**src/rtl/gsoc_pkg.sv**
```systemverilog
package gsoc_pkg;

	// Setting widths and the accepted numerator/denominator range
	localparam int          GSOC_NUM_W     = 14;
	localparam int          GSOC_EXP_W     = 5;
	localparam int          GSOC_SCALE_W   = 32;
	localparam int          GSOC_DIV_W     = 48;
	localparam int          GSOC_PEND_W    = 16;
	localparam int          GSOC_POS_W     = 32;
	localparam int          GSOC_RNG_W     = 34;
	localparam int          GSOC_LIMIT_W   = 10;
	localparam logic [13:0] GSOC_NUM_MIN   = 14'h0001;
	localparam logic [13:0] GSOC_NUM_MAX   = 14'h2710;
	localparam logic [4:0]  GSOC_EXP_MAX   = 5'h11;

	// Encoder lines times quadrature gives internal pulses per rotation
	localparam int GSOC_ENC_LINES      = 2500;
	localparam int GSOC_QUAD_MULT      = 4;
	localparam int GSOC_PULSES_PER_REV = GSOC_ENC_LINES * GSOC_QUAD_MULT;

	// Scaled pulse rate ceiling, checked over a fixed window
	localparam int     GSOC_CLK_HZ         = 20_000_000;
	localparam longint GSOC_RATE_LIMIT_PPS = 80_000_000;
	localparam int     GSOC_RATE_WIN_US    = 1000;
	localparam int     GSOC_RATE_WIN_CYC   = GSOC_CLK_HZ / 1_000_000 * GSOC_RATE_WIN_US;
	localparam longint GSOC_RATE_LIMIT_WIN = GSOC_RATE_LIMIT_PPS / 1_000_000 * GSOC_RATE_WIN_US;

	localparam logic [33:0] GSOC_POS_MAX = 34'h0_7FFF_FFFF;

	localparam logic [7:0] GSOC_ALM_NONE    = 8'h00;
	localparam logic [7:0] GSOC_ALM_RATE    = 8'h1B;
	localparam logic [7:0] GSOC_ALM_OVERRUN = 8'h22;

	localparam logic [3:0] GSOC_MODE_POS     = 4'h0;
	localparam logic [3:0] GSOC_MODE_POS_SPD = 4'h3;
	localparam logic [3:0] GSOC_MODE_POS_TRQ = 4'h4;
	localparam logic [1:0] GSOC_STOP_SEL_CLR = 2'h2;

	localparam logic [1:0] GSOC_FMT_QUAD      = 2'h0;
	localparam logic [1:0] GSOC_FMT_FWD_REV   = 2'h1;
	localparam logic [1:0] GSOC_FMT_PULSE_DIR = 2'h2;
	localparam logic       GSOC_SEL_X2        = 1'b0;
	localparam logic       GSOC_SEL_X4        = 1'b1;

	typedef struct packed {
		logic [13:0] gear_numerator_one;
		logic [13:0] gear_numerator_two;
		logic [4:0]  gear_numerator_exponent;
		logic [13:0] gear_denominator;
	} gsoc_gear_cfg_t;

	typedef struct packed {
		logic [3:0] control_mode_select;
		logic [1:0] drive_prohibit_stop_select;
		logic [9:0] overrun_travel_limit;
	} gsoc_ovr_cfg_t;

	typedef enum logic [1:0] {
		GSOC_DIV_IDLE = 2'b00,
		GSOC_DIV_RUN  = 2'b01,
		GSOC_DIV_DONE = 2'b11
	} gsoc_div_state_t;

endpackage

```
**src/rtl/gsoc_gear_div.sv**
```systemverilog
`timescale 1ns/1ps
`default_nettype none

module gsoc_gear_div
	import gsoc_pkg::*;
#(
	parameter int DW = GSOC_DIV_W,
	parameter int VW = GSOC_NUM_W
) (
	input  wire logic          clock,
	input  wire logic          sys_rst,
	input  wire logic          start,
	input  wire logic [DW-1:0] dividend,
	input  wire logic [VW-1:0] divisor,
	output logic               busy,
	output logic               done,
	output logic [DW-1:0]      quotient,
	output logic [VW-1:0]      remainder
);

	gsoc_div_state_t state_reg;
	logic [VW:0]     rem_reg;
	logic [DW-1:0]   quo_reg;
	logic [VW-1:0]   den_reg;
	logic [7:0]      cnt_reg;
	logic [VW:0]     shifted;

	assign shifted   = {rem_reg[VW-1:0], quo_reg[DW-1]};
	assign busy      = (state_reg != GSOC_DIV_IDLE);
	assign done      = (state_reg == GSOC_DIV_DONE);
	assign quotient  = quo_reg;
	assign remainder = rem_reg[VW-1:0];

	// Restoring division, one quotient bit per cycle
	always_ff @(posedge clock) begin
		if (sys_rst) begin
			state_reg <= GSOC_DIV_IDLE;
			rem_reg   <= '0;
			quo_reg   <= '0;
			den_reg   <= '0;
			cnt_reg   <= '0;
		end else begin
			unique case (state_reg)
				GSOC_DIV_IDLE: begin
					if (start) begin
						quo_reg   <= dividend;
						den_reg   <= divisor;
						rem_reg   <= '0;
						cnt_reg   <= 8'(DW);
						state_reg <= GSOC_DIV_RUN;
					end
				end
				GSOC_DIV_RUN: begin
					if (shifted >= {1'b0, den_reg}) begin
						rem_reg <= shifted - {1'b0, den_reg};
						quo_reg <= {quo_reg[DW-2:0], 1'b1};
					end else begin
						rem_reg <= shifted;
						quo_reg <= {quo_reg[DW-2:0], 1'b0};
					end
					cnt_reg <= cnt_reg - 8'h01;
					if (cnt_reg == 8'h01) begin
						state_reg <= GSOC_DIV_DONE;
					end
				end
				GSOC_DIV_DONE: begin
					state_reg <= GSOC_DIV_IDLE;
				end
			endcase
		end
	end

endmodule

`default_nettype wire

```
**src/rtl/gsoc_gear_scaler.sv**
```systemverilog
`timescale 1ns/1ps
`default_nettype none

module gsoc_gear_scaler
	import gsoc_pkg::*;
#(
	parameter int RATE_WIN_CYC      = GSOC_RATE_WIN_CYC,
	parameter int LIMIT_UNIT_PULSES = GSOC_PULSES_PER_REV
) (
	input  wire logic                   clock,
	input  wire logic                   sys_rst,
	input  wire logic                   cmd_a_pin,
	input  wire logic                   cmd_b_pin,
	input  wire logic                   gear_numerator_select,
	input  wire logic [1:0]             command_pulse_format,
	input  wire logic                   command_pulse_input_select,
	input  wire gsoc_gear_cfg_t         gear_cfg,
	input  wire gsoc_ovr_cfg_t          ovr_cfg,
	input  wire logic                   servo_on,
	input  wire logic                   first_mode_active,
	input  wire logic                   deviation_clear,
	input  wire logic                   drive_prohibit_active,
	input  wire logic                   autotune_start,
	input  wire logic                   autotune_end,
	input  wire logic signed [31:0]     motor_pos,
	input  wire logic                   alarm_clear,
	output logic signed [31:0]          internal_delta,
	output logic                        internal_valid,
	output logic signed [31:0]          internal_pos,
	output logic                        alarm_rate,
	output logic                        alarm_overrun,
	output logic [7:0]                  alarm_code,
	output logic                        motor_stop,
	output logic                        setting_error,
	output logic                        overrun_check_active
);

	localparam logic [47:0] RATE_LIMIT = 48'(GSOC_RATE_LIMIT_WIN);
	localparam logic [23:0] WIN_LAST   = 24'(RATE_WIN_CYC - 1);
	localparam logic [13:0] UNIT       = 14'(LIMIT_UNIT_PULSES);

	logic [2:0]          pin_meta_reg, pin_sync_reg, pin_prev_reg;
	logic                a_now, b_now, a_edge, b_edge;
	logic signed [2:0]   step_now;
	logic [13:0]         num_sel, den_sel;
	logic [4:0]          exp_sel;
	logic [31:0]         scale;
	logic signed [15:0]  pending_reg;
	logic [13:0]         rem_reg;
	logic [13:0]         div_den_reg;
	logic                neg_reg;
	logic signed [47:0]  dividend_s;
	logic                launch, div_busy, div_done;
	logic [47:0]         div_quo, q_abs;
	logic [13:0]         div_rem;
	logic signed [31:0]  q_signed;
	logic [23:0]         win_cnt_reg;
	logic [47:0]         rate_acc_reg, rate_acc_next;
	logic signed [31:0]  delta_reg, pos_reg, rel_cmd_reg, hi_reg, lo_reg, origin_reg;
	logic signed [31:0]  rel_cmd_next;
	logic                valid_reg, armed_reg, active_reg, stop_reg, err_reg;
	logic                alm_rate_reg, alm_ovr_reg, alm_rate_next, alm_ovr_next;
	logic [7:0]          code_reg;
	logic [23:0]         limit_pulses;
	logic signed [33:0]  upper, lower, motor_rel;
	logic                clear_evt, hold_zero, mode_ok, range_ok, check_en, ovr_hit, rate_hit;

	function automatic logic [13:0] clamp_num(input logic [13:0] v);
		if (v < GSOC_NUM_MIN) begin
			return GSOC_NUM_MIN;
		end else if (v > GSOC_NUM_MAX) begin
			return GSOC_NUM_MAX;
		end
		return v;
	endfunction

	// Pins pass two flops; third stage only for edge detection
	always_ff @(posedge clock) begin
		if (sys_rst) begin
			pin_meta_reg <= 3'h0;
			pin_sync_reg <= 3'h0;
			pin_prev_reg <= 3'h0;
		end else begin
			pin_meta_reg <= {gear_numerator_select, cmd_b_pin, cmd_a_pin};
			pin_sync_reg <= pin_meta_reg;
			pin_prev_reg <= pin_sync_reg;
		end
	end

	assign a_now  = pin_sync_reg[0];
	assign b_now  = pin_sync_reg[1];
	assign a_edge = pin_sync_reg[0] ^ pin_prev_reg[0];
	assign b_edge = pin_sync_reg[1] ^ pin_prev_reg[1];

	always_comb begin
		step_now = 3'sh0;
		unique case (command_pulse_format)
			GSOC_FMT_QUAD: begin
				if (a_edge) begin
					step_now = (a_now != b_now) ? 3'sh1 : -3'sh1;
				end
				if (b_edge && command_pulse_input_select == GSOC_SEL_X4) begin
					step_now = step_now + ((a_now == b_now) ? 3'sh1 : -3'sh1);
				end
			end
			GSOC_FMT_FWD_REV: begin
				if (a_edge && a_now) begin
					step_now = 3'sh1;
				end
				if (b_edge && b_now) begin
					step_now = step_now - 3'sh1;
				end
			end
			GSOC_FMT_PULSE_DIR: begin
				if (a_edge && a_now) begin
					step_now = b_now ? -3'sh1 : 3'sh1;
				end
			end
			default: begin
				step_now = 3'sh0;
			end
		endcase
	end

	// Settings forced into their legal range
	assign num_sel = pin_sync_reg[2] ? clamp_num(gear_cfg.gear_numerator_two)
		: clamp_num(gear_cfg.gear_numerator_one);
	assign den_sel = clamp_num(gear_cfg.gear_denominator);
	assign exp_sel = (gear_cfg.gear_numerator_exponent > GSOC_EXP_MAX) ? GSOC_EXP_MAX
		: gear_cfg.gear_numerator_exponent;
	assign scale   = {18'h0, num_sel} << exp_sel;

	// Steps pile up while the divider works, then go in one batch
	assign launch     = !div_busy && (pending_reg != 16'sh0);
	assign dividend_s = 48'($signed(pending_reg) * $signed({1'b0, scale}))
		+ $signed({34'h0, rem_reg});

	always_ff @(posedge clock) begin
		if (sys_rst) begin
			pending_reg <= 16'sh0;
		end else if (launch) begin
			pending_reg <= 16'(step_now);
		end else begin
			pending_reg <= pending_reg + 16'(step_now);
		end
	end

	gsoc_gear_div u_div (
		.clock     (clock),
		.sys_rst   (sys_rst),
		.start     (launch),
		.dividend  (dividend_s[47] ? 48'(-dividend_s) : dividend_s),
		.divisor   (den_sel),
		.busy      (div_busy),
		.done      (div_done),
		.quotient  (div_quo),
		.remainder (div_rem)
	);

	// Floor division keeps the carried remainder non-negative
	assign q_abs    = (neg_reg && div_rem != 14'h0) ? div_quo + 48'h1 : div_quo;
	assign q_signed = neg_reg ? -$signed(q_abs[31:0]) : $signed(q_abs[31:0]);

	always_ff @(posedge clock) begin
		if (sys_rst) begin
			neg_reg     <= 1'b0;
			div_den_reg <= GSOC_NUM_MIN;
			rem_reg     <= 14'h0;
			delta_reg   <= 32'sh0;
			pos_reg     <= 32'sh0;
			valid_reg   <= 1'b0;
		end else begin
			valid_reg <= div_done;
			if (launch) begin
				neg_reg     <= dividend_s[47];
				div_den_reg <= den_sel;
			end
			if (div_done) begin
				rem_reg   <= (neg_reg && div_rem != 14'h0) ? div_den_reg - div_rem : div_rem;
				delta_reg <= q_signed;
				pos_reg   <= pos_reg + q_signed;
			end
		end
	end

	// Scaled pulses summed over one window against the ceiling
	assign rate_acc_next = (win_cnt_reg == 24'h0 ? 48'h0 : rate_acc_reg)
		+ (div_done ? q_abs : 48'h0);
	assign rate_hit      = rate_acc_next > RATE_LIMIT;

	always_ff @(posedge clock) begin
		if (sys_rst) begin
			win_cnt_reg  <= 24'h0;
			rate_acc_reg <= 48'h0;
		end else begin
			win_cnt_reg  <= (win_cnt_reg == WIN_LAST) ? 24'h0 : win_cnt_reg + 24'h1;
			rate_acc_reg <= rate_acc_next;
		end
	end

	// Command range tracking
	assign limit_pulses = 24'(ovr_cfg.overrun_travel_limit * UNIT);
	assign clear_evt    = deviation_clear || autotune_start || autotune_end
		|| (drive_prohibit_active
		&& ovr_cfg.drive_prohibit_stop_select == GSOC_STOP_SEL_CLR);
	assign hold_zero    = !servo_on || ovr_cfg.overrun_travel_limit == 10'h0;
	assign rel_cmd_next = rel_cmd_reg + q_signed;

	always_ff @(posedge clock) begin
		if (sys_rst) begin
			rel_cmd_reg <= 32'sh0;
			hi_reg      <= 32'sh0;
			lo_reg      <= 32'sh0;
			origin_reg  <= 32'sh0;
		end else if (clear_evt || hold_zero) begin
			rel_cmd_reg <= 32'sh0;
			hi_reg      <= 32'sh0;
			lo_reg      <= 32'sh0;
			origin_reg  <= motor_pos;
		end else if (div_done) begin
			rel_cmd_reg <= rel_cmd_next;
			if (rel_cmd_next > hi_reg) begin
				hi_reg <= rel_cmd_next;
			end
			if (rel_cmd_next < lo_reg) begin
				lo_reg <= rel_cmd_next;
			end
		end
	end

	always_ff @(posedge clock) begin
		if (sys_rst) begin
			armed_reg <= 1'b1;
		end else if (clear_evt) begin
			armed_reg <= 1'b1;
		end else if (!servo_on) begin
			armed_reg <= 1'b0;
		end
	end

	assign upper     = 34'(hi_reg) + $signed({10'h0, limit_pulses});
	assign lower     = 34'(lo_reg) - $signed({10'h0, limit_pulses});
	assign motor_rel = 34'(motor_pos) - 34'(origin_reg);
	assign mode_ok   = ovr_cfg.control_mode_select == GSOC_MODE_POS
		|| (first_mode_active && (ovr_cfg.control_mode_select == GSOC_MODE_POS_SPD
		|| ovr_cfg.control_mode_select == GSOC_MODE_POS_TRQ));
	assign range_ok  = upper <= $signed(GSOC_POS_MAX) && -lower <= $signed(GSOC_POS_MAX);
	assign check_en  = armed_reg && !hold_zero && mode_ok && range_ok;
	assign ovr_hit   = check_en && (motor_rel > upper || motor_rel < lower);

	// Alarms latch; a new hit wins over a clear in the same cycle
	assign alm_rate_next = rate_hit || (alm_rate_reg && !alarm_clear);
	assign alm_ovr_next  = ovr_hit || (alm_ovr_reg && !alarm_clear);

	always_ff @(posedge clock) begin
		if (sys_rst) begin
			alm_rate_reg <= 1'b0;
			alm_ovr_reg  <= 1'b0;
			stop_reg     <= 1'b0;
			code_reg     <= GSOC_ALM_NONE;
			active_reg   <= 1'b0;
			err_reg      <= 1'b0;
		end else begin
			alm_rate_reg <= alm_rate_next;
			alm_ovr_reg  <= alm_ovr_next;
			stop_reg     <= alm_rate_next || alm_ovr_next;
			active_reg   <= check_en;
			err_reg      <= clamp_num(gear_cfg.gear_numerator_one) != gear_cfg.gear_numerator_one
				|| clamp_num(gear_cfg.gear_numerator_two) != gear_cfg.gear_numerator_two
				|| den_sel != gear_cfg.gear_denominator;
			if (!alm_rate_next && !alm_ovr_next) begin
				code_reg <= GSOC_ALM_NONE;
			end else if (code_reg == GSOC_ALM_NONE || !(alm_rate_reg || alm_ovr_reg)) begin
				code_reg <= ovr_hit ? GSOC_ALM_OVERRUN : GSOC_ALM_RATE;
			end
		end
	end

	assign internal_delta       = delta_reg;
	assign internal_valid       = valid_reg;
	assign internal_pos         = pos_reg;
	assign alarm_rate           = alm_rate_reg;
	assign alarm_overrun        = alm_ovr_reg;
	assign alarm_code           = code_reg;
	assign motor_stop           = stop_reg;
	assign setting_error        = err_reg;
	assign overrun_check_active = active_reg;

endmodule

`default_nettype wire

```
**config.mk**
```make
export PLATFORM = sky130hd
export DESIGN_NAME = gsoc_gear_scaler
export DESIGN_NICKNAME = d
export VERILOG_FILES = /design/src/rtl/gsoc_pkg.sv /design/src/rtl/gsoc_gear_div.sv /design/src/rtl/gsoc_gear_scaler.sv
export SDC_FILE = /design/constraint.sdc
export NUM_CORES = 2
export LEC_CHECK = 0
export BUFFER_PORTS_ARGS = -buffer_cell sky130_fd_sc_hd__buf_2
export CELL_PAD_IN_SITES_DETAIL_PLACEMENT = 1
export CELL_PAD_IN_SITES_GLOBAL_PLACEMENT = 2
export CORE_MARGIN = 5
export CORE_UTILIZATION = 42
export DETAILED_ROUTE_END_ITERATION = 6
export GPL_TIMING_DRIVEN = 1
export PLACE_DENSITY = 0.95
export SYNTH_ARGS = -nofsm -noshare
export SYNTH_HDL_FRONTEND = slang
export SYNTH_SLANG_ARGS = --single-unit
```
**constraint.sdc**
```tcl
create_clock -name clock -period 32.4 [get_ports clock]
set_input_delay 3.24 -clock clock [delete_from_list [all_inputs] [get_ports clock]]
set_output_delay 3.24 -clock clock [all_outputs]
set_load 0.02 [all_outputs]
```
* Yosys cells after proc, flatten, opt, wreduce, memory -nomap -nowiden *
Index checks and enable logic that the tools add are counted.

operators by class
  $add $sub $neg = 18
  $mul = 2
  order comparisons = 15
  equality and inequality tests = 16
  shifts and indexed selects = 1
  mux-type cells = 53
  bitwise operators = 2
  reductions and logical operators = 56

operators with widths
  cell                   number
  $mux 48                5
  $mux 14                17
  $pmux 48 s2            1
  $add 32x32->32         2
  $add 48x1->48 const B  1
  $add 48x15->48         1
  $add 48x48->48         1
  $gt 48x17->1 const B   1
  $mul 16x33->48         1
  $neg 48->48            1
  $gt 14x14->1 const B   3
  $lt 14x1->1 const B    3
  $ne 14x14->1           3
  $le 34x32->1 const B   1
  $neg 33->34            1
  $add 32x25->33         1
  $gt 33x33->1           1
  $le 33x32->1 const B   1
  $lt 33x33->1           1
  $sub 32x25->33         1
  $sub 32x32->33         1
  $gt 32x32->1           1
  $lt 32x32->1           1
  $mux 32                1
  other kinds (46)       112

word-level totals
  register bits = 418
  bits of input ports = 110
  output and inout port bits = 78
  word-level logic and storage cells = 191

* Longest topological paths before layout *
  depth in word-level cells = 12
  depth in mapped cells = 42
  mapped depth without buffers = 42

* Modules after synthesis *
From an unflattened synthesis, not the netlist that was laid out.

second synthesis, totals
  cell total of the unflattened synthesis = 7,061
  area, all modules = 55,336.8 um^2

by module, submodules not included
  module            times used  cells an instance  area each (um^2)  seq. area each (um^2)
  gsoc_gear_scaler  1           6,406              50,592.3          6,546.3
  gsoc_gear_div     1           655                4,744.6           1,721.7

* Worst setup path before layout *
No wires, ideal clock.

  kind = input -> register
  start point = input port gear_cfg[15] (netlist name)
  end point = register u_div.quo_reg[45], in the netlist u_div.quotient[45]
  library setup time = 0.070 ns
  arrival = 13.010 ns
  required time = 32.330 ns
  slack = 19.320 ns
  stages on the path = 35
  buffers on the path = 4
  cell sequence = clkbuf_1 or3_1 a21oi_1 buf_2 mux2i_1 or2_2 a311oi_1 and2_1 a211oi_1 a21oi_1 clkbuf_1 nand2_1 fa_1 inv_1 fa_1 fa_1 fa_1 fa_1 inv_1 fa_1 inv_1 ha_1 clkbuf_1 a21o_1 a21o_1 a21o_1 and3_1 a221oi_1 nand2_1 xor2_1 nor4_1 nand4_1 nor4_2 mux2_2 a21oi_1

between the ends
  cells in the longest elaborated chain, start to end = 9

ends and longest elaborated chain
  item                  RTL line                 text
  start, declared       gsoc_gear_scaler.sv:17   input wire gsoc_gear_cfg_t gear_cfg,
  $gt 5x5->1            gsoc_gear_scaler.sv:129  assign exp_sel = (gear_cfg.gear_numerator_exponent > GSOC_EXP_MAX) ? GSOC_EXP_MAX
  $mux 5 *              gsoc_gear_scaler.sv:129
  $shl 14x5->32 *       gsoc_gear_scaler.sv:131  assign scale = {18'h0, num_sel} << exp_sel;
  $mul 16x33->48 *      gsoc_gear_scaler.sv:135  assign dividend_s = 48'($signed(pending_reg) * $signed({1'b0, scale}))
  $add 48x15->48 *      gsoc_gear_scaler.sv:136  + $signed({34'h0, rem_reg});
  $neg 48->48           gsoc_gear_scaler.sv:152  .dividend (dividend_s[47] ? 48'(-dividend_s) : dividend_s),
  $mux 48 *             gsoc_gear_scaler.sv:152
  $mux 48 *             gsoc_gear_div.sv:45      if (start) begin
  $pmux 48 s2 *         gsoc_gear_div.sv:43      unique case (state_reg)
  end signal, assigned  gsoc_gear_div.sv:46      quo_reg <= dividend;
  end signal, assigned  gsoc_gear_div.sv:56      quo_reg <= {quo_reg[DW-2:0], 1'b1};
  end signal, assigned  gsoc_gear_div.sv:59      quo_reg <= {quo_reg[DW-2:0], 1'b0};
  end, declared         gsoc_gear_div.sv:23      logic [DW-1:0] quo_reg;

Every way passes the cells marked *; elsewhere a longest branch is shown, timed or not. The select of a mux whose other input is x is not followed.
A chain may end at the register's enable or synchronous reset.

* Final worst setup path *
  start point = input port gear_cfg[17] (netlist name)
  end point = register u_div.quo_reg[45], in the netlist u_div.quotient[45]

The elaborated chain is that of the path after synthesis.

==> flow_metrics.tcl <==
set metrics [dict create \
    cts_buffers 53 \
    critPathLaunchType "input pin" \
    synthDistinctLibCells 98 \
    synth.area.top_cells "fa_1, dfxtp_1, ha_1, inv_1, nand2_1" \
    powerDensity_nw_per_um2 75.5 \
    synthFlopType "dfxtp_1" \
    grt_setup_unrepaired "false" \
    ys_warn_count 0 \
    postCtsResizedCells 0 \
    netlist_instances 6839 \
    critPathArrivalTime_ns 14.59 \
    clk_latency_ns 0.65 \
    initial_core_util_pct 42.1 \
    hold-path-cell-count 1 \
    min_path_type "reg -> reg" \
    rr_endpoint "u_div.quotient[45]" \
    async_reset_ff_share_pct 0 \
    clockBufferDepth 3 \
    slew_viol_final 0 \
    io_pins 188 \
    min_from "pin_meta_reg[2]" \
    yosysSeqAreaShare_pct 15.0 \
    skew_ns 0.0284 \
    crit_fanout 24 \
    status "completed" \
    first_pass_iters 5 \
    grt_pass1_wl_microns 281000 \
    path_clk_slew_ns 0.06 \
    ant_nets 0 \
    grt_max_degree 76 \
    cp_common_cell "fa_1" \
    min_period_ns 14.04 \
    coreArea_sq_um 127000 \
    postRouteWirelength_microns 175000 \
    vdd_drop_max_v 0.0000583 \
    fp.dieH_microns 367 \
    grt_overflow 0 \
    synth_seq_cells 400 \
    slowest_delay_ns 1.01 \
    post_cts_buffers 0 \
    hold_ws_ns 0.419 \
    n_fill_cell 15626 \
    rows 131 \
    endpoint_kind "flop" \
    root_buffer "clkbuf_16" \
    p_leak_nw 26.6 \
    crit_buf_inv 4 \
    layout_common_cells "inv_1, nand2_1, ha_1, nor2_1, a21oi_1" \
    clock_power_share_pct 14.1 \
    gp_congestion 0.880 \
    vias 48968 \
    crit_family "adder cells" \
    tightest_slew_ns 1.30 \
    die_area_sq_um 135000 \
    p_switching_mw 2.30 \
    reg2reg_from "pin_sync_reg[2]" \
    syn_avg_cell_area_sq_um 7.82 \
    synth_edf_count 0 \
    cts_sinks 400 \
    drc_errors 0 \
    power.internal_mw 2.06 \
    yosys.area.top_type "fa_1" \
    p_comb_share_pct 71.4 \
    hold_viol 0 \
    hold_buffers 0 \
    io_buffers 184 \
    chipWidth_microns 367 \
    final_nets 7993 \
    viasPerCell 5.71 \
    setup_viol 0 \
    fmax_mhz 71.2 \
    final_layout_size_suffix_gt1_share_pct 6.27 \
    yosys.area.top_type_share_pct 17.1 \
    avgRoutedWirePerCell_microns 20.5 \
    final_common_cell "inv_1" \
    reg2reg_slack_ns 21.32 \
    slew_headroom_pct 11.8 \
    antenna_found_initial 9 \
    p_sw_share_pct 52.8 \
    syn_area_sq_um 53500 \
    p_seq_share_pct 14.5 \
    min_to "pin_sync_reg[2]" \
    htree_num_levels 2 \
    fin_tns_setup_ns 0 \
    dp_hpwl_microns 139000 \
    path_class "in -> reg" \
    cts_tree "built" \
    first_global_vias 52155 \
    crit_required_ns 32.95 \
    fin_crit_sh_pct 43.3 \
    critPathSlowestCell "mux2i_2" \
    cap_violations 0 \
    ff2ff_path_depth 31 \
    grt_usage_pct 25.6 \
    syn2layout_area_growth_pct 8.08 \
    drtIter0Drc 2540 \
]
==> stage by stage <==
| stage | util [%] | std cells | total power, mW | instance area (sq um) | setup slack (ns) |
|---|---|---|---|---|---|
| 6_report | 45.5 | 8571 | 4.36 | 57800 | 18.36 |
| 5_1_grt | 45.5 | 8569 | 4.75 | 57800 | 17.86 |
| 4_1_cts | 45.5 | 8569 | 4.37 | 57800 | 18.55 |
| 3_5_place_dp | 44.1 | 8473 | 3.72 | 56000 | 17.92 |
| 3_3_place_gp | 44.1 | 8473 | 3.61 | 56000 | 18.22 |
| 2_1_floorplan | - | 6855 | 2.84 | 53500 | 19.32 |
==> worst max path at each step <==
| stage | start | endpoint | slack, ns | cells past startpoint |
|---|---|---|---|---|
| global route | gear_cfg[22] | u_div.quotient[45] | 17.86 | 34 |
| CTS | gear_cfg[17] | u_div.quotient[45] | 18.55 | 31 |
| finish | gear_cfg[17] | u_div.quotient[45] | 18.36 | 31 |
| global placement | gear_cfg[17] | u_div.quotient[45] | 18.22 | 30 |
| floorplan | gear_cfg[15] | u_div.quotient[45] | 19.32 | 35 |
| detailed placement | gear_cfg[17] | u_div.quotient[45] | 17.92 | 31 |
==> power by group through the flow <==
| stage | logic (mW) | clock network, mW | registers [mW] |
|---|---|---|---|
| floorplan | 2.26 | 0 | 0.585 |
| global placement | 2.97 | 0 | 0.637 |
| detailed placement | 3.08 | 0 | 0.639 |
| CTS | 3.11 | 0.630 | 0.629 |
| global route | 3.46 | 0.649 | 0.638 |
| finish | 3.12 | 0.615 | 0.632 |
==> kinds of logic (layout without fill, tap and decap cells) <==
| kind of cell | after synthesis | after routing | synth area share (%) |
|---|---|---|---|
| mux | 103 | 103 | 1.94 |
| buf+inv | 1184 | 1236 | 8.40 |
| other cells | 2 | 20 | 0.0140 |
| xor+xnor | 349 | 349 | 5.72 |
| fa+ha+maj | 1017 | 1017 | 30.2 |
| flops | 400 | 400 | 15.0 |
| compound gates | 1479 | 1479 | 18.0 |
| simple gates | 2305 | 2305 | 20.8 |
==> synth_stat cells, drive strengths merged (98+ instances only) <==
master and number:
inv 891, nand2 781, clkbuf 254, dfxtp 400, fa 458, nor2 523
nand3 101, nor2b 110, nor3 132, a21o 167, a21oi 484, xnor2 208
ha 559, mux2i 98, o21ai 248, xor2 141, and2 250
==> cell type report <==
cell class                 count  area [sq um]  area share (%)
multi-input combinational   5271         41200            71.2
sequential                   400          8020            13.9
inverter                     894          3360            5.81
tap                         1662          2080            3.60
clock buffer                  72          1460            2.52
timing repair buffer         246          1400            2.42
clock inverter                24           315           0.546
antenna                        2          5.00         0.00866
==> layer usage <==
metal / GRT usage [%] / up-vias / wire, microns
li1: - / 23056 / -
met1: 32.4 / 24505 / 76400
met2: 43.9 / 1040 / 82600
met3: 3.52 / 361 / 8310
met4: 10.4 / 6 / 8100
met5: 0 / - / 38
==> worst reg2reg max path: cells and delay by family (launching register included) <==
family	cells	cell delay (ns)
AOI/OAI and AO/OA	7	1.91
muxes	3	1.84
DFF	1	0.33
xor gates and xnor gates	1	0.22
buffers and inverters	3	0.16
and+or+nand+nor	10	2.91
adders and majority gates	7	3.60
Power figures use the tool's default switching activity.
